### config.mk
export PLATFORM = sky130hd
export DESIGN_NAME = ssdr_top
export DESIGN_NICKNAME = d
export VERILOG_FILES = /design/src/verilog/ssdr_pkg.sv /design/src/verilog/ssdr_sync.sv /design/src/verilog/ssdr_shift.sv /design/src/verilog/ssdr_top.sv
export SDC_FILE = /design/constraint.sdc
export NUM_CORES = 1
export LEC_CHECK = 0
export ABC_AREA = 1
export BUFFER_PORTS_ARGS = -buffer_cell sky130_fd_sc_hd__buf_2
export CORE_ASPECT_RATIO = 0.9
export CORE_MARGIN = 3
export CORE_UTILIZATION = 40
export CTS_CLUSTER_SIZE = 16
export DETAILED_ROUTE_END_ITERATION = 8
export PLACE_DENSITY = 0.65
export SYNTH_ARGS = -nofsm -noshare
export SYNTH_HDL_FRONTEND = slang
export SYNTH_HIERARCHICAL = 1
export SYNTH_SLANG_ARGS = --single-unit
### constraint.sdc
create_clock -name clk_sys -period 2.5 [get_ports clk_sys]
set_input_delay 0.5 -clock clk_sys [delete_from_list [all_inputs] [get_ports clk_sys]]
set_output_delay 0.5 -clock clk_sys [all_outputs]
set_load 0.02 [all_outputs]
### src/verilog/ssdr_pkg.sv
package ssdr_pkg;

    // ------------------------------------------------------------
    // Register map
    // ------------------------------------------------------------
    localparam logic [7:0] ADDR_DATA_BUFFER   = 8'h21;
    localparam logic [7:0] ADDR_CONTROL       = 8'h22;
    localparam logic [7:0] ADDR_CONTROL_STAT  = 8'h23;
    localparam logic [7:0] ADDR_EVT_STATUS    = 8'h24;
    localparam logic [7:0] ADDR_EVT_CLEAR     = 8'h25;
    localparam logic [7:0] ADDR_EVT_ENABLE    = 8'h26;

    // ------------------------------------------------------------
    // Control register fields
    // ------------------------------------------------------------
    localparam int CR_IRQ_ENABLE    = 7;
    localparam int CR_PORT_ENABLE   = 6;
    localparam int CR_RATE_HI       = 5;
    localparam int CR_MASTER_SELECT = 4;
    localparam int CR_CPOL          = 3;
    localparam int CR_CPHA          = 2;
    localparam int CR_RATE_MID      = 1;
    localparam int CR_RATE_LO       = 0;
    localparam logic [7:0] CR_RESET = 8'h00;

    // ------------------------------------------------------------
    // Control/status register fields
    // ------------------------------------------------------------
    localparam int CSR_TRANSFER_DONE  = 7;
    localparam int CSR_WRITE_COLL     = 6;
    localparam int CSR_OVERRUN        = 5;
    localparam int CSR_MODE_FAULT     = 4;
    localparam int CSR_OUTPUT_DISABLE = 2;
    localparam int CSR_SELECT_SOFT    = 1;
    localparam int CSR_SOFT_LEVEL     = 0;
    localparam logic [7:0] CSR_RESET  = 8'h00;
    localparam logic [7:0] DATA_RESET = 8'h00;

    // ------------------------------------------------------------
    // Event status bits
    // ------------------------------------------------------------
    localparam int EVT_DONE     = 0;
    localparam int EVT_OVERRUN  = 1;
    localparam int EVT_FAULT    = 2;
    localparam int EVT_W        = 3;
    localparam logic [2:0] EVT_RESET = 3'h0;

    // ------------------------------------------------------------
    // Timing: clock edges per byte, serial clock ratio
    // ------------------------------------------------------------
    localparam logic [4:0] EDGES_PER_BYTE = 5'h10;

    // Half period in cycles minus one, for divide ratios 4..128
    function automatic logic [6:0] half_count(input logic [2:0] rate);
        case (rate)
            3'h4:    half_count = 7'h01;
            3'h0:    half_count = 7'h03;
            3'h1:    half_count = 7'h07;
            3'h6:    half_count = 7'h0F;
            3'h2:    half_count = 7'h1F;
            3'h3:    half_count = 7'h3F;
            default: half_count = 7'h03;
        endcase
    endfunction : half_count

endpackage : ssdr_pkg

### src/verilog/ssdr_sync.sv
`timescale 1ns/1ps
module ssdr_sync #(
    parameter int W = 4
) (
    input  wire logic         clk_sys,
    input  wire logic         sys_rst,
    input  wire logic [W-1:0] d_async,
    output logic      [W-1:0] d_sync
);
    logic [W-1:0] meta_ff;
    logic [W-1:0] sync_ff;

    always_ff @(posedge clk_sys)
    begin
        if (sys_rst)
        begin
            meta_ff <= '0;
            sync_ff <= '0;
        end
        else
        begin
            meta_ff <= d_async;
            sync_ff <= meta_ff;
        end
    end

    assign d_sync = sync_ff;
endmodule : ssdr_sync

### src/verilog/ssdr_shift.sv
`timescale 1ns/1ps
module ssdr_shift (
    input  wire logic       clk_sys,
    input  wire logic       sys_rst,
    input  wire logic       en,
    input  wire logic       master,
    input  wire logic       cpol,
    input  wire logic       cpha,
    input  wire logic [2:0] rate,
    input  wire logic       load,
    input  wire logic [7:0] load_data,
    input  wire logic       sck_s,
    input  wire logic       din_s,
    input  wire logic       sel_active,
    output logic            busy,
    output logic            done,
    output logic [7:0]      rx_byte,
    output logic            sck_drv,
    output logic            dout
);
    import ssdr_pkg::*;

    logic [7:0] shreg_ff;
    logic       out_ff;
    logic [4:0] edges_ff;
    logic       run_ff;
    logic       sck_ff;
    logic       sck_prev_ff;
    logic [6:0] div_ff;
    logic       done_ff;

    wire  [6:0] half     = half_count(rate);
    wire        tick     = run_ff && (div_ff == half);
    wire        m_edge   = master && tick;
    wire        s_edge   = !master && sel_active && (sck_s != sck_prev_ff);
    wire        any_edge = m_edge || s_edge;
    wire        leading  = !edges_ff[0];
    wire        capture  = any_edge && (leading ^ cpha);
    wire        drive    = any_edge && !(leading ^ cpha);
    wire        last     = any_edge && (edges_ff == EDGES_PER_BYTE - 5'h01);

    always_ff @(posedge clk_sys)
    begin
        if (sys_rst || !en)
        begin
            shreg_ff    <= DATA_RESET;
            out_ff      <= 1'b0;
            edges_ff    <= 5'h00;
            run_ff      <= 1'b0;
            sck_ff      <= 1'b0;
            sck_prev_ff <= 1'b0;
            div_ff      <= 7'h00;
            done_ff     <= 1'b0;
        end
        else
        begin
            sck_prev_ff <= sck_s;
            done_ff     <= last;
            div_ff      <= (tick || !run_ff) ? 7'h00 : div_ff + 7'h01;
            if (load)
            begin
                shreg_ff <= load_data;
                out_ff   <= load_data[7];
                edges_ff <= 5'h00;
                run_ff   <= master;
            end
            else
            begin
                if (any_edge)
                    edges_ff <= last ? 5'h00 : edges_ff + 5'h01;
                else if (!master && !sel_active)
                    edges_ff <= 5'h00;
                if (capture)
                    shreg_ff <= {shreg_ff[6:0], din_s};
                if (drive)
                    out_ff <= shreg_ff[7];
                if (m_edge)
                    sck_ff <= !sck_ff;
                if (last)
                    run_ff <= 1'b0;
            end
        end
    end

    // Idle level follows polarity since the toggle count is always even
    assign sck_drv = cpol ^ sck_ff;
    assign dout    = out_ff;
    assign rx_byte = shreg_ff;
    assign done    = done_ff;
    assign busy    = run_ff || (edges_ff != 5'h00);
endmodule : ssdr_shift

### src/verilog/ssdr_top.sv
// Functional notes
// - Transfer done sets bit 7, may interrupt
// - Done clears: status access, then data access
// - Data writes ignored until status access
// - Write during transfer sets collision bit 6
// - New byte while done set: overrun
// - Status read clears overrun flag
// - Master with select low: mode fault
// - Fault clears: control access, then control write
// - Output disable stops serial data drive
// - Soft select source ignores select pin
// - Soft select level: zero selects slave
// - Master data write starts one byte
// - Received byte copied to read buffer
// - Data write loads shift register directly
// - Mode fault clears enable and master
// - Shared interrupt from done, fault, overrun
// - Write collision never interrupts
`timescale 1ns/1ps
module ssdr_top (
    input  wire logic       clk_sys,
    input  wire logic       sys_rst,
    input  wire logic [7:0] bus_addr,
    input  wire logic [7:0] bus_wdata,
    input  wire logic       bus_wr,
    input  wire logic       bus_rd,
    output logic      [7:0] bus_rdata,
    output logic            irq,
    input  wire logic       sck_in,
    output logic            sck_out,
    output logic            sck_oe,
    input  wire logic       mosi_in,
    output logic            mosi_out,
    output logic            mosi_oe,
    input  wire logic       miso_in,
    output logic            miso_out,
    output logic            miso_oe,
    input  wire logic       ss_n_in
);
    import ssdr_pkg::*;

    // ------------------------------------------------------------
    // State
    // ------------------------------------------------------------
    logic [7:0] ctrl_ff;
    logic [7:0] nxt_ctrl;
    logic       done_flag_ff;
    logic       nxt_done_flag;
    logic       coll_flag_ff;
    logic       nxt_coll_flag;
    logic       ovr_flag_ff;
    logic       nxt_ovr_flag;
    logic       fault_flag_ff;
    logic       nxt_fault_flag;
    logic [2:0] csr_cfg_ff;
    logic [2:0] nxt_csr_cfg;
    logic       done_armed_ff;
    logic       nxt_done_armed;
    logic       coll_armed_ff;
    logic       nxt_coll_armed;
    logic       fault_armed_ff;
    logic       nxt_fault_armed;
    logic [7:0] rx_buf_ff;
    logic [7:0] nxt_rx_buf;
    logic [2:0] evt_stat_ff;
    logic [2:0] nxt_evt_stat;
    logic [2:0] evt_en_ff;
    logic [2:0] nxt_evt_en;
    logic [7:0] rdata_ff;
    logic [7:0] nxt_rdata;
    logic       irq_ff;

    // ------------------------------------------------------------
    // Pin synchronisers
    // ------------------------------------------------------------
    logic [3:0] pins_s;
    wire        sck_s   = pins_s[0];
    wire        mosi_s  = pins_s[1];
    wire        miso_s  = pins_s[2];
    wire        ss_n_s  = pins_s[3];

    ssdr_sync #(
        .W       (4)
    ) u_sync (
        .clk_sys (clk_sys),
        .sys_rst (sys_rst),
        .d_async ({ss_n_in, miso_in, mosi_in, sck_in}),
        .d_sync  (pins_s)
    );

    // ------------------------------------------------------------
    // Address decode
    // ------------------------------------------------------------
    wire sel_data  = (bus_addr == ADDR_DATA_BUFFER);
    wire sel_ctrl  = (bus_addr == ADDR_CONTROL);
    wire sel_csr   = (bus_addr == ADDR_CONTROL_STAT);
    wire sel_estat = (bus_addr == ADDR_EVT_STATUS);
    wire sel_eclr  = (bus_addr == ADDR_EVT_CLEAR);
    wire sel_een   = (bus_addr == ADDR_EVT_ENABLE);

    wire data_wr   = bus_wr && sel_data;
    wire data_rd   = bus_rd && sel_data;
    wire data_acc  = data_wr || data_rd;
    wire ctrl_wr   = bus_wr && sel_ctrl;
    wire ctrl_acc  = (bus_wr || bus_rd) && sel_ctrl;
    wire csr_wr    = bus_wr && sel_csr;
    wire csr_rd    = bus_rd && sel_csr;
    wire csr_acc   = csr_wr || csr_rd;
    wire eclr_wr   = bus_wr && sel_eclr;
    wire een_wr    = bus_wr && sel_een;

    // ------------------------------------------------------------
    // Control fields
    // ------------------------------------------------------------
    wire       irq_enable    = ctrl_ff[CR_IRQ_ENABLE];
    wire       port_enable   = ctrl_ff[CR_PORT_ENABLE];
    wire       master_select = ctrl_ff[CR_MASTER_SELECT];
    wire       cpol          = ctrl_ff[CR_CPOL];
    wire       cpha          = ctrl_ff[CR_CPHA];
    wire [2:0] rate          = {ctrl_ff[CR_RATE_HI], ctrl_ff[CR_RATE_MID], ctrl_ff[CR_RATE_LO]};

    wire output_disable     = csr_cfg_ff[CSR_OUTPUT_DISABLE];
    wire select_source_soft = csr_cfg_ff[CSR_SELECT_SOFT];
    wire soft_select_level  = csr_cfg_ff[CSR_SOFT_LEVEL];

    // ------------------------------------------------------------
    // Internal slave select
    // ------------------------------------------------------------
    // Pin ignored in soft mode
    wire ss_int_n   = select_source_soft ? soft_select_level : ss_n_s;
    wire sel_active = port_enable && !master_select && !ss_int_n;

    // ------------------------------------------------------------
    // Shift engine
    // ------------------------------------------------------------
    logic       eng_busy;
    logic       eng_done;
    logic [7:0] eng_rx;
    logic       eng_sck;
    logic       eng_dout;

    wire wr_blocked = done_flag_ff && !done_armed_ff;
    // Write during a live byte collides
    wire wr_collide = data_wr && !wr_blocked && eng_busy;
    wire wr_load    = data_wr && !wr_blocked && !eng_busy;

    ssdr_shift u_shift (
        .clk_sys    (clk_sys),
        .sys_rst    (sys_rst),
        .en         (port_enable),
        .master     (master_select),
        .cpol       (cpol),
        .cpha       (cpha),
        .rate       (rate),
        .load       (wr_load),
        .load_data  (bus_wdata),
        .sck_s      (sck_s),
        .din_s      (master_select ? miso_s : mosi_s),
        .sel_active (sel_active),
        .busy       (eng_busy),
        .done       (eng_done),
        .rx_byte    (eng_rx),
        .sck_drv    (eng_sck),
        .dout       (eng_dout)
    );

    // ------------------------------------------------------------
    // Events
    // ------------------------------------------------------------
    // Byte lands while done still set
    wire ovr_event   = eng_done && done_flag_ff;
    wire fault_event = master_select && !ss_int_n;

    // ------------------------------------------------------------
    // Transfer done and buffer
    // ------------------------------------------------------------
    // Buffer keeps the older byte on overrun, so the newly received byte is lost
    always_comb
    begin
        nxt_done_flag  = done_flag_ff;
        nxt_done_armed = done_armed_ff;
        nxt_rx_buf     = rx_buf_ff;
        if (csr_acc && done_flag_ff)
            nxt_done_armed = 1'b1;
        // Clear on data access after arming
        if (data_acc && done_armed_ff)
        begin
            nxt_done_flag  = 1'b0;
            nxt_done_armed = 1'b0;
        end
        // A same-cycle clear wins; the new byte then counts as overrun
        if (eng_done && !ovr_event)
        begin
            nxt_done_flag  = 1'b1;
            nxt_done_armed = 1'b0;
        end
        if (eng_done && !ovr_event)
            nxt_rx_buf = eng_rx;
    end

    // ------------------------------------------------------------
    // Collision and overrun
    // ------------------------------------------------------------
    always_comb
    begin
        nxt_coll_flag  = coll_flag_ff;
        nxt_coll_armed = coll_armed_ff;
        nxt_ovr_flag   = ovr_flag_ff;
        if (csr_rd && coll_flag_ff)
            nxt_coll_armed = 1'b1;
        if (data_rd && coll_armed_ff)
        begin
            nxt_coll_flag  = 1'b0;
            nxt_coll_armed = 1'b0;
        end
        if (wr_collide)
        begin
            nxt_coll_flag  = 1'b1;
            nxt_coll_armed = 1'b0;
        end
        if (csr_rd)
            nxt_ovr_flag = 1'b0;
        if (ovr_event)
            nxt_ovr_flag = 1'b1;
    end

    // ------------------------------------------------------------
    // Mode fault and control register
    // ------------------------------------------------------------
    always_comb
    begin
        nxt_fault_flag  = fault_flag_ff;
        nxt_fault_armed = fault_armed_ff;
        nxt_ctrl        = ctrl_ff;
        // Arm on control access while set
        if (ctrl_acc && fault_flag_ff)
            nxt_fault_armed = 1'b1;
        if (ctrl_wr)
            nxt_ctrl = bus_wdata;
        if (ctrl_wr && fault_armed_ff)
        begin
            nxt_fault_flag  = 1'b0;
            nxt_fault_armed = 1'b0;
        end
        if (fault_event)
        begin
            nxt_fault_flag  = 1'b1;
            nxt_fault_armed = 1'b0;
        end
        if (fault_event)
        begin
            nxt_ctrl[CR_PORT_ENABLE]   = 1'b0;
            nxt_ctrl[CR_MASTER_SELECT] = 1'b0;
        end
    end

    // ------------------------------------------------------------
    // Configuration and event registers
    // ------------------------------------------------------------
    // Reserved bit stored nowhere, reads zero
    assign nxt_csr_cfg = csr_wr ? bus_wdata[2:0] : csr_cfg_ff;
    assign nxt_evt_en  = een_wr ? bus_wdata[2:0] : evt_en_ff;

    wire [2:0] evt_set = {fault_event, ovr_event, eng_done && !ovr_event};
    wire [2:0] evt_clr = eclr_wr ? bus_wdata[2:0] : 3'h0;
    assign nxt_evt_stat = (evt_stat_ff & ~evt_clr) | evt_set;

    // ------------------------------------------------------------
    // Read path
    // ------------------------------------------------------------
    wire [7:0] csr_view = {done_flag_ff, coll_flag_ff, ovr_flag_ff, fault_flag_ff,
                           1'b0, csr_cfg_ff};

    always_comb
    begin
        nxt_rdata = 8'h00;
        if (bus_rd)
        begin
            case (1'b1)
                sel_data:  nxt_rdata = rx_buf_ff;
                sel_ctrl:  nxt_rdata = ctrl_ff;
                sel_csr:   nxt_rdata = csr_view;
                sel_estat: nxt_rdata = {5'h00, evt_stat_ff};
                sel_een:   nxt_rdata = {5'h00, evt_en_ff};
                default:   nxt_rdata = 8'h00;
            endcase
        end
    end

    // ------------------------------------------------------------
    // Interrupt
    // ------------------------------------------------------------
    // Shared request from three flags
    // Collision kept out of the request
    wire flag_irq = irq_enable && (done_flag_ff || fault_flag_ff || ovr_flag_ff);
    wire evt_irq  = |(evt_stat_ff & evt_en_ff);

    // ------------------------------------------------------------
    // Registers
    // ------------------------------------------------------------
    always_ff @(posedge clk_sys)
    begin
        if (sys_rst)
        begin
            ctrl_ff    <= CR_RESET;
            csr_cfg_ff <= CSR_RESET[2:0];
            rx_buf_ff  <= DATA_RESET;
            rdata_ff   <= 8'h00;
            irq_ff     <= 1'b0;
        end
        else
        begin
            ctrl_ff    <= nxt_ctrl;
            csr_cfg_ff <= nxt_csr_cfg;
            rx_buf_ff  <= nxt_rx_buf;
            rdata_ff   <= nxt_rdata;
            irq_ff     <= flag_irq || evt_irq;
        end
    end

    always_ff @(posedge clk_sys)
    begin
        if (sys_rst)
        begin
            done_flag_ff   <= CSR_RESET[CSR_TRANSFER_DONE];
            coll_flag_ff   <= CSR_RESET[CSR_WRITE_COLL];
            ovr_flag_ff    <= CSR_RESET[CSR_OVERRUN];
            fault_flag_ff  <= CSR_RESET[CSR_MODE_FAULT];
            done_armed_ff  <= 1'b0;
            coll_armed_ff  <= 1'b0;
            fault_armed_ff <= 1'b0;
        end
        else
        begin
            done_flag_ff   <= nxt_done_flag;
            coll_flag_ff   <= nxt_coll_flag;
            ovr_flag_ff    <= nxt_ovr_flag;
            fault_flag_ff  <= nxt_fault_flag;
            done_armed_ff  <= nxt_done_armed;
            coll_armed_ff  <= nxt_coll_armed;
            fault_armed_ff <= nxt_fault_armed;
        end
    end

    always_ff @(posedge clk_sys)
    begin
        if (sys_rst)
        begin
            evt_stat_ff <= EVT_RESET;
            evt_en_ff   <= EVT_RESET;
        end
        else
        begin
            evt_stat_ff <= nxt_evt_stat;
            evt_en_ff   <= nxt_evt_en;
        end
    end

    // ------------------------------------------------------------
    // Pins
    // ------------------------------------------------------------
    // Data output gated by disable bit
    wire data_drive = port_enable && !output_disable;

    assign sck_out   = eng_sck;
    assign sck_oe    = port_enable && master_select;
    assign mosi_out  = eng_dout;
    assign mosi_oe   = data_drive && master_select;
    assign miso_out  = eng_dout;
    assign miso_oe   = data_drive && sel_active;
    assign bus_rdata = rdata_ff;
    assign irq       = irq_ff;
endmodule : ssdr_top

# ---- Yosys cells after proc, flatten, opt, wreduce, memory -nomap -nowiden
# Index checks and enable logic that the tools add are counted.
dict set report totals {
  output_inout_bits 15
  inputBits 24
  word_cells 152
  reg_bits 74
}
dict set report op_classes {
  reduce_logical 77
  bitwise 8
  n_addsub 2
  n_eq_ne 14
  mux 26
}
# cell n
set ops {}
lappend ops {{$eq A8 B6 Y1 const B} 6}
lappend ops {{$mux W8} 5}
lappend ops {{$logic_and A1 B1 Y1} 36}
lappend ops {{$pmux W6 S5} 1}
lappend ops {{$reduce_bool A2 Y1} 8}
lappend ops {{$mux W5} 3}
lappend ops {{$mux W1} 14}
lappend ops {{$logic_not A1 Y1} 13}
lappend ops {{$reduce_or A3 Y1} 4}
lappend ops {{$logic_or A1 B1 Y1} 10}
lappend ops {{$mux W3} 3}
lappend ops {{$reduce_or A2 Y1} 4}
lappend ops {{$add A7 B1 Y7 const B} 1}
lappend ops {{$eq A7 B6 Y1} 1}
lappend ops {{$and A3 B3 Y3} 2}
lappend ops {{$eq A3 B2 Y1 const B} 2}
lappend ops {{$eq A3 B3 Y1 const B} 2}
lappend ops {{$add A5 B1 Y5 const B} 1}
lappend ops {{$eq A5 B4 Y1 const B} 1}
lappend ops {{$reduce_bool A5 Y1} 1}
lappend ops {{$eq A3 B1 Y1 const B} 1}
lappend ops {{$not A3 Y3} 1}
lappend ops {{$or A3 B3 Y3} 1}
lappend ops {{$not A1 Y1} 2}
lappend ops {{3 further kinds} 4}

# ---- Logic depth before layout (Yosys ltp)
# Gate-level depths: netlist of the first run.
dict set report logic_depth {
  depth_word 9
  ltp_mapped 13
  mapped_depth_nobuf 13
}

# ---- By module
# Netlist of the first run, hierarchy kept.
# mod cells_per_inst area_per_inst_um2 instances seq_area_each_um2
set by_module_without_submodules {}
lappend by_module_without_submodules {ssdr_top 296 2025.7 1 820.8}
lappend by_module_without_submodules {ssdr_shift 193 1355.0 1 500.5}
lappend by_module_without_submodules {ssdr_sync 25 231.5 1 160.2}

# ---- Worst setup path after synthesis of the first run
# Ideal clock, no wire load.
dict set report synth_timing {
  path_kind {input-to-reg}
  from {input bus_addr[4]}
  to {register u_shift.shreg_ff[6] (netlist: u_shift/rx_byte[6])}
  cell_stages 11
  path_buffers 1
  t_arrival_ns 1.874
  required_time_ns 2.384
  setup_time_ns 0.116
  setup_slack_ns 0.510
  cell_sequence {inv_1 -> nand2_1 -> nor2_4 -> nand2_1 -> nor4_1 -> buf_1 -> nor2_1 -> inv_1 -> nand2_1 -> o21ai_0 -> nor2_1}
}
dict set report synth_via {
  elab_chain_len 5
  word_cells_on_any_way 6
  classes_between {1 x eq/ne; 1 x mux; 4 x reduce/logical}
}
# element line_no
set synth_lines {}
lappend synth_lines {{start, declared} ssdr_top.sv:23} ;# input wire logic [7:0] bus_addr,
lappend synth_lines {{$eq A8 B6 Y1 *} ssdr_top.sv:94} ;# wire sel_data = (bus_addr == ADDR_DATA_BUFFER);
lappend synth_lines {{$logic_and A1 B1 Y1 *} ssdr_top.sv:101} ;# wire data_wr = bus_wr && sel_data;
lappend synth_lines {{$logic_and A1 B1 Y1 * (2 in a row)} ssdr_top.sv:145} ;# wire wr_load = data_wr && !wr_blocked && !eng_busy;
lappend synth_lines {{net wr_load} ssdr_top.sv:145}
lappend synth_lines {{$mux W8 / $reduce_bool A2 Y1 (equally long branches)} --}
lappend synth_lines {{end signal, assigned} ssdr_shift.sv:62} ;# shreg_ff <= load_data;
lappend synth_lines {{end signal, assigned} ssdr_shift.sv:74} ;# shreg_ff <= {shreg_ff[6:0], din_s};
lappend synth_lines {{end, declared} ssdr_shift.sv:23} ;# logic [7:0] shreg_ff;
# Mark *: on every way through the listed nets, which the timed path passes. The rest lies on a longest branch.
# A chain may end at the register's enable or synchronous reset.

# ---- Worst setup path after layout of the first run
dict set report layout_timing {
  from {register u_shift.edges_ff[0]}
  to {register u_shift.shreg_ff[7] (netlist: u_shift/rx_byte[7])}
}
dict set report layout_via {
  elab_chain_len 5
  word_cells_on_any_way 9
  classes_between {1 x mux; 1 x bitwise; 7 x reduce/logical}
}
# element line_no
set layout_lines {}
lappend layout_lines {{start, declared} ssdr_shift.sv:25} ;# logic [4:0] edges_ff;
lappend layout_lines {{start signal, assigned} ssdr_shift.sv:70} ;# edges_ff <= last ? 5'h00 : edges_ff + 5'h01;
lappend layout_lines {{$reduce_bool A5 Y1 *} ssdr_shift.sv:90} ;# assign busy = run_ff || (edges_ff != 5'h00);
lappend layout_lines {{$logic_or A1 B1 Y1 *} ssdr_shift.sv:90}
lappend layout_lines {{net eng_busy} ssdr_top.sv:136} ;# logic eng_busy;
lappend layout_lines {{$logic_not A1 Y1 *} ssdr_top.sv:145}
lappend layout_lines {{$logic_and A1 B1 Y1 *} ssdr_top.sv:145}
lappend layout_lines {{net wr_load} ssdr_top.sv:145}
lappend layout_lines {{$mux W8 / $reduce_bool A2 Y1 (equally long branches)} --}
# Marks and branches as above.

==> metrics, run 1 <==
Post-Synth Adder-Cell Area=0.01039; Max Clock Freq=between 400 and 500 MHz; Die ar.=between 10000 and 15000 um2; Worst EP arrival=roughly 2.3 ns; fin. max-slew vios=0; Core Box Area=roughly 8700 um2; Ant. Diodes=0; Min-Delay Path Depth=3; Synth Area in Simple Gates=0.3582; mapped cell area=about 3600 um2; worst-margin pin slew=0.4804 ns; synthesized area per cell=~7 um2; mux cell area share after synthesis=0.008660; register area share after synthesis=0.4101; CTS clk-pin slew, worst paths=0.08 ns; clock sink total=between 70 and 80; Inserted Clock Buffers=9; DRT Pass-1 Iters=6; Pwr per Cell Area=between 500 and 600 nW/um2; Filler Cell Count=around 900; hold path start=sck_in; Worst Reg-to-Reg Cells=9; clk root buf=clkbuf_8; hold endpoint=u_sync/meta_ff[0]; Placed Instances=664; Core Rows=32; GR Overflow Total=0; port bufs=38; worst reg2reg setup slack=between 0.4 and 0.5 ns; WL final=just under 9000 um; Post-Synth XOR/XNOR Area=0.01455; compound-cell area share of the yosys netlist=0.1029; initial antenna violation count=0; Max-slew headroom=0.6794; drt wl/cell=roughly 13 um; Tcrit/Tclk final=0.8398; largest net degree at the start of global routing=18; Total GRT Usage=0.1812; die height=96.15 um; Remaining DRCs=0; Yosys cell types=38; CTS tree=built; first-pass GRT wire length=~15000 um; most common cell after layout, fill and taps aside=nand2_1; antenna viol nets, final=0; clk_lat worst skew=approximately 0.36 ns; pre-CTS WS=about 0.37 ns; via count=3366; crit path launch type=flop; most frequent cells in the layout=nand2_1 (100), nor2_1 (86), dfxtp_1 (74); Post-Syn Instances=between 500 and 600; # nets final=583; WS Path Type=reg2reg; crit path capture type=flop; final setup TNS=0 ns; worst hold path type=in2reg; Post-Layout Cell Count=680; IO Pins=39; share of layout cells above drive strength 1=0.1800; worst-path maximum fanout=12; Initial Util=0.4158; dpl cell area=3911 um2; final hold vios=0; Area Overhead vs Synth=13.86%; Finished Cell Area=roughly 4100 um2; MaxCap Viol Count=0; WP data required=2.74 ns; Post-CTS Resized=0; Final Critical Period=around 2.1 ns; vias in the first global route=between 3000 and 4000; final setup fails=0; hold buffers post-CTS=0; RSZ-0062 raised after global routing=no; R2R Path Start=u_shift/edges_ff[0]; H-tree depth=3; Synth Net Count=about 540; die width=between 100 and 150 um; status=finished, final reports clean; Final GP Congestion=0.9382; largest family of logic cells by synthesized area=simple AND/OR/NAND/NOR gates; Yosys warning total=6; post-DP HPWL=6820 um; Peak supply drop=approximately 0.24 mV; Setup WS post-layout=approximately 0.4 ns; 1st-iter DRT viols=around 150; Post-CTS Setup Inserts=0; r2r endpoint=u_shift/rx_byte[7]; DR vias/cell=4.950; Synth Register Bits=74; Setup Skew=between 0.01 and 0.015 ns; leakage=1.785 nW; CTS Buffer Depth=2
## layout make-up
type                    count  area [um2]  share of cell area
clock buffers               9       123.9             0.03012
well taps                 119       148.9             0.03620
flip-flops and latches     74        1481              0.3602
clock inverters             7       77.57             0.01886
inverters                  70       267.8             0.06511
multi-input cells         359        1793              0.4360
repair buffers             42       220.2             0.05354
## worst max path at each step
stage / depth (start not counted) / startpoint / slack [ns] / to
detailed placement: 9 / bus_addr[2] / 0.37 / u_shift/rx_byte[7]
CTS: 9 / u_shift/edges_ff[0] / 0.43 / u_shift/rx_byte[7]
finish: 9 / u_shift/edges_ff[0] / 0.40 / u_shift/rx_byte[7]
global placement: 9 / bus_addr[2] / 0.51 / u_shift/rx_byte[0]
floorplan: 11 / bus_addr[4] / 0.51 / u_shift/rx_byte[6]
global route: 9 / u_shift/edges_ff[0] / 0.20 / u_shift/rx_byte[7]
## synthesized netlist by cell type
cell	count	share of area
nand2_1	100	0.10
nor2_1	86	0.089
dfxtp_1	74	0.41
inv_1	66	0.069
nand3_1	48	0.067
a21oi_1	29	0.040
o21ai_0	24	0.033
nand2_2	9	0.016
a21oi_2	6	0.015
nor3_1	6	0.0083
nor2_4	5	0.016
buf_2	4	0.0055
nand2_4	4	0.012
nand4_1	4	0.0069
nor2_2	4	0.0069
or2_2	4	0.0069
xor2_1	4	0.0097
buf_4	3	0.0062
ha_1	3	0.010
inv_2	3	0.0031
nand3_2	3	0.0083
nor4_1	3	0.0052
o21ai_1	3	0.0042
buf_1	2	0.0021
mux2i_1	2	0.0055
nand3b_1	2	0.0042
xnor2_1	2	0.0049
a21boi_0	1	0.0021
a21boi_1	1	0.0021
a22o_1	1	0.0024
buf_6	1	0.0031
buf_8	1	0.0042
clkinv_4	1	0.0024
mux2_2	1	0.0031
nand3_4	1	0.0049
nand3b_2	1	0.0031
o211ai_1	1	0.0021
o31ai_1	1	0.0021
## power breakdown
part / internal [mW] / leakage (nW) / switching (mW)
sequential: 1.18 / 0.597 / 0.00223
clock: 0.467 / 0.0998 / 0.475
combinational: 0.0313 / 1.09 / 0.0694
## worst max-delay path, stage by stage, from the launching register on
cell and delay [ns]:
dfxtp_1 0.37, inv_1 0.10, ha_1 0.14, nand3_1 0.18
nor4_2 0.48, inv_1 0.28, a21boi_0 0.27, nand2_1 0.08
nand2_1 0.06, nor2_1 0.04
## cells by family after synthesis
kind of cell	count (synthesis)
AND/OR/NAND/NOR	280
buffers and inverters	81
flip-flops	74
AO/OA/AOI/OAI	67
XOR/XNOR	6
multiplexers	3
adder cells (fa/ha/maj)	3
## layer usage
layer	routed length, um	vias up	track usage
met5	0	-	0
met4	198	0	0.07228
met3	628	18	0.05433
met2	3936	115	0.2969
met1	4022	1516	0.2246
li1	-	1717	-
## per-stage QoR
step	utilization	power [mW]	hold slack, ns
after floorplan	-	1.271	0.3883
after global placement	0.4502	1.313	0.3906
after detailed placement	0.4502	1.314	0.3932
after CTS	0.4734	2.250	0.3348
after global routing	0.4734	2.319	0.3417
final	0.4734	2.229	0.3441
## flip-flops by register name, summed over array words and instances (netlist names), 3 cells and up
register / flops
evt_stat_ff: 3
rx_buf_ff: 8
u_shift/div_ff: 7
u_sync/meta_ff: 4
evt_en_ff: 3
u_shift/edges_ff: 5
csr_cfg_ff: 3
u_sync/d_sync: 4
u_shift/rx_byte: 8
ctrl_ff: 8
bus_rdata: 8
Note: power is estimated with default switching activity, not from simulation.
==> inputs of run 2 (changes only) <==
==> constraint.sdc (replaced) <==
create_clock -name clk_sys -period 2.1 [get_ports clk_sys]
set_input_delay 0.42 -clock clk_sys [delete_from_list [all_inputs] [get_ports clk_sys]]
set_output_delay 0.42 -clock clk_sys [all_outputs]
set_load 0.02 [all_outputs]
==> run 2 against run 1 <==
Against the previous run:
- clock power grew 33%
- fmax increased by 14%
- first-iteration DRC count is 18% higher
- largest power group unchanged
==> metrics, run 2 (synthesis results as in run 1) <==
Max Clock Freq=approximately 540 MHz; via count=about 3400; leakage=1.817 nW; WL final=approximately 9100 um; most frequent cells in the layout=nand2_1 (100), nor2_1 (86), dfxtp_1 (74); Ant. Diodes=0; vias in the first global route=between 3000 and 4000; largest net degree at the start of global routing=17; dpl cell area=3941 um2; WP data required=around 2.3 ns; CP cell instances=inv_1 > nand2_2 > nand2_1 > nand2_1 > nand3_2 > nor2_2 > nand3_2 > nand2_4 > nand2_4 > nand2_1 > nand2_1 > nand2_1 > nor2_1; 1st-iter DRT viols=about 180; Inserted Clock Buffers=9; Area Overhead vs Synth=15.62%; Min-Delay Path Depth=3; final hold vios=0; Crit. Startpoint=ctrl_ff[0]; clk root buf=clkbuf_8; DRT Pass-1 Iters=5; hold path start=miso_in; Bufs and invs on worst path=1; Worst path max stage delay=between 0.4 and 0.5 ns; share of layout cells above drive strength 1=0.1876; Finished Cell Area=roughly 4200 um2; Worst Reg-to-Reg Cells=13; pre-CTS WS=around 0.22 ns; initial antenna violation count=0; r2r endpoint=u_shift/rx_byte[7]; clk_lat worst skew=~0.35 ns; IO Pins=39; final setup TNS=0 ns; status=finished, final reports clean; Worst path slowest cell=dfxtp_1; Post-Layout Cell Count=684; Final GP Congestion=0.8965; Peak supply drop=0.3165 mV; Placed Instances=approximately 670; Initial Util=0.4158; DR vias/cell=between 4 and 5; die width=106.2 um; delay-heaviest family, CP=simple AND/OR/NAND/NOR gates; Die ar.=between 10000 and 15000 um2; Core Rows=32; GR Overflow Total=0; die height=about 96 um; Remaining DRCs=0; # nets final=587; CTS Buffer Depth=2; drt wl/cell=between 10 and 15 um; clock sink total=74; crit path capture type=flop; Setup WS post-layout=about 0.25 ns; final setup fails=0; worst-path maximum fanout=11; crit path launch type=flop; Tcrit/Tclk final=0.8795; total power=between 2 and 3 mW; post-DP HPWL=7022 um; first-pass GRT wire length=approximately 15000 um; final core occ=0.4807; Post-CTS Setup Inserts=0; port bufs=38; worst-margin pin slew=about 0.46 ns; most common cell after layout, fill and taps aside=nand2_1; Total GRT Usage=0.1880; most used cell along the critical path=nand2_1; worst hold path type=in2reg; worst reg2reg setup slack=approximately 0.25 ns; Max-slew headroom=0.6900; H-tree depth=3; Pwr per Cell Area=roughly 670 nW/um2; Crit. path cell count=13; antenna viol nets, final=0; CTS tree=built; WS Path Type=reg2reg; CTS clk-pin slew, worst paths=approximately 0.08 ns; Worst EP arrival=2.08 ns; Setup Skew=0.008503 ns; RSZ-0062 raised after global routing=no; fin. max-slew vios=0; hold endpoint=u_sync/meta_ff[2]; R2R Path Start=ctrl_ff[0]; hold buffers post-CTS=0; final hold slack=0.2663 ns; Final Critical Period=1.847 ns; Core Box Area=just under 9000 um2; MaxCap Viol Count=0; Filler Cell Count=904
run 2: cell count changes in the layout (fill, tap and decap cells not counted), sizes merged:
cell and delta:
buf +4, bufinv +1, clkinv -1
run 2: final cells by class:
class	count	area [um2]	area share
Multi-Input combinational cell	359	1802	0.4314
Sequential cell	74	1481	0.3547
Inverter	70	267.8	0.06411
Timing Repair Buffer	46	250.2	0.05992
Tap cell	119	148.9	0.03565
Clock buffer	9	123.9	0.02966
Clock inverter	7	102.6	0.02457
run 2: metal layers:
layer / part of all wire / up-vias / track usage
met2: 0.45 / 113 / 0.3054
li1: - / 1724 / -
met3: 0.065 / 10 / 0.04896
met4: 0.018 / 0 / 0.06365
met5: 0 / - / 0
met1: 0.47 / 1518 / 0.2443
run 2: repair_timing:
item	CTS	global route
resized for setup	0	2
setup endpoints to repair	0	3
hold endpoints to repair	0	0
run 2: tightest hold or removal path, delay by kind of cell:
family | cells | cell delay (ns)
buffers and inverters | 2 | 0.10
and+or+nand+nor | 1 | 0.06
run 2: how the worst max path moves through the flow:
| stage | endpoint | slack, ns |
|---|---|---|
| final | u_shift/rx_byte[7] | 0.25 |
| after detailed placement | u_shift/rx_byte[6] | 0.22 |
| after global routing | u_shift/rx_byte[0] | 0.05 |
| after floorplan | u_shift/rx_byte[6] | 0.19 |
| after global placement | u_shift/rx_byte[7] | 0.30 |
| after CTS | u_shift/rx_byte[6] | 0.21 |
run 2: where the power goes:
part           switching [mW]  internal [mW]  total, mW
Sequential            0.00239           1.41       1.41
Combinational          0.0875         0.0399      0.127
Clock                   0.569          0.679       1.25
Total                   0.659           2.13       2.79
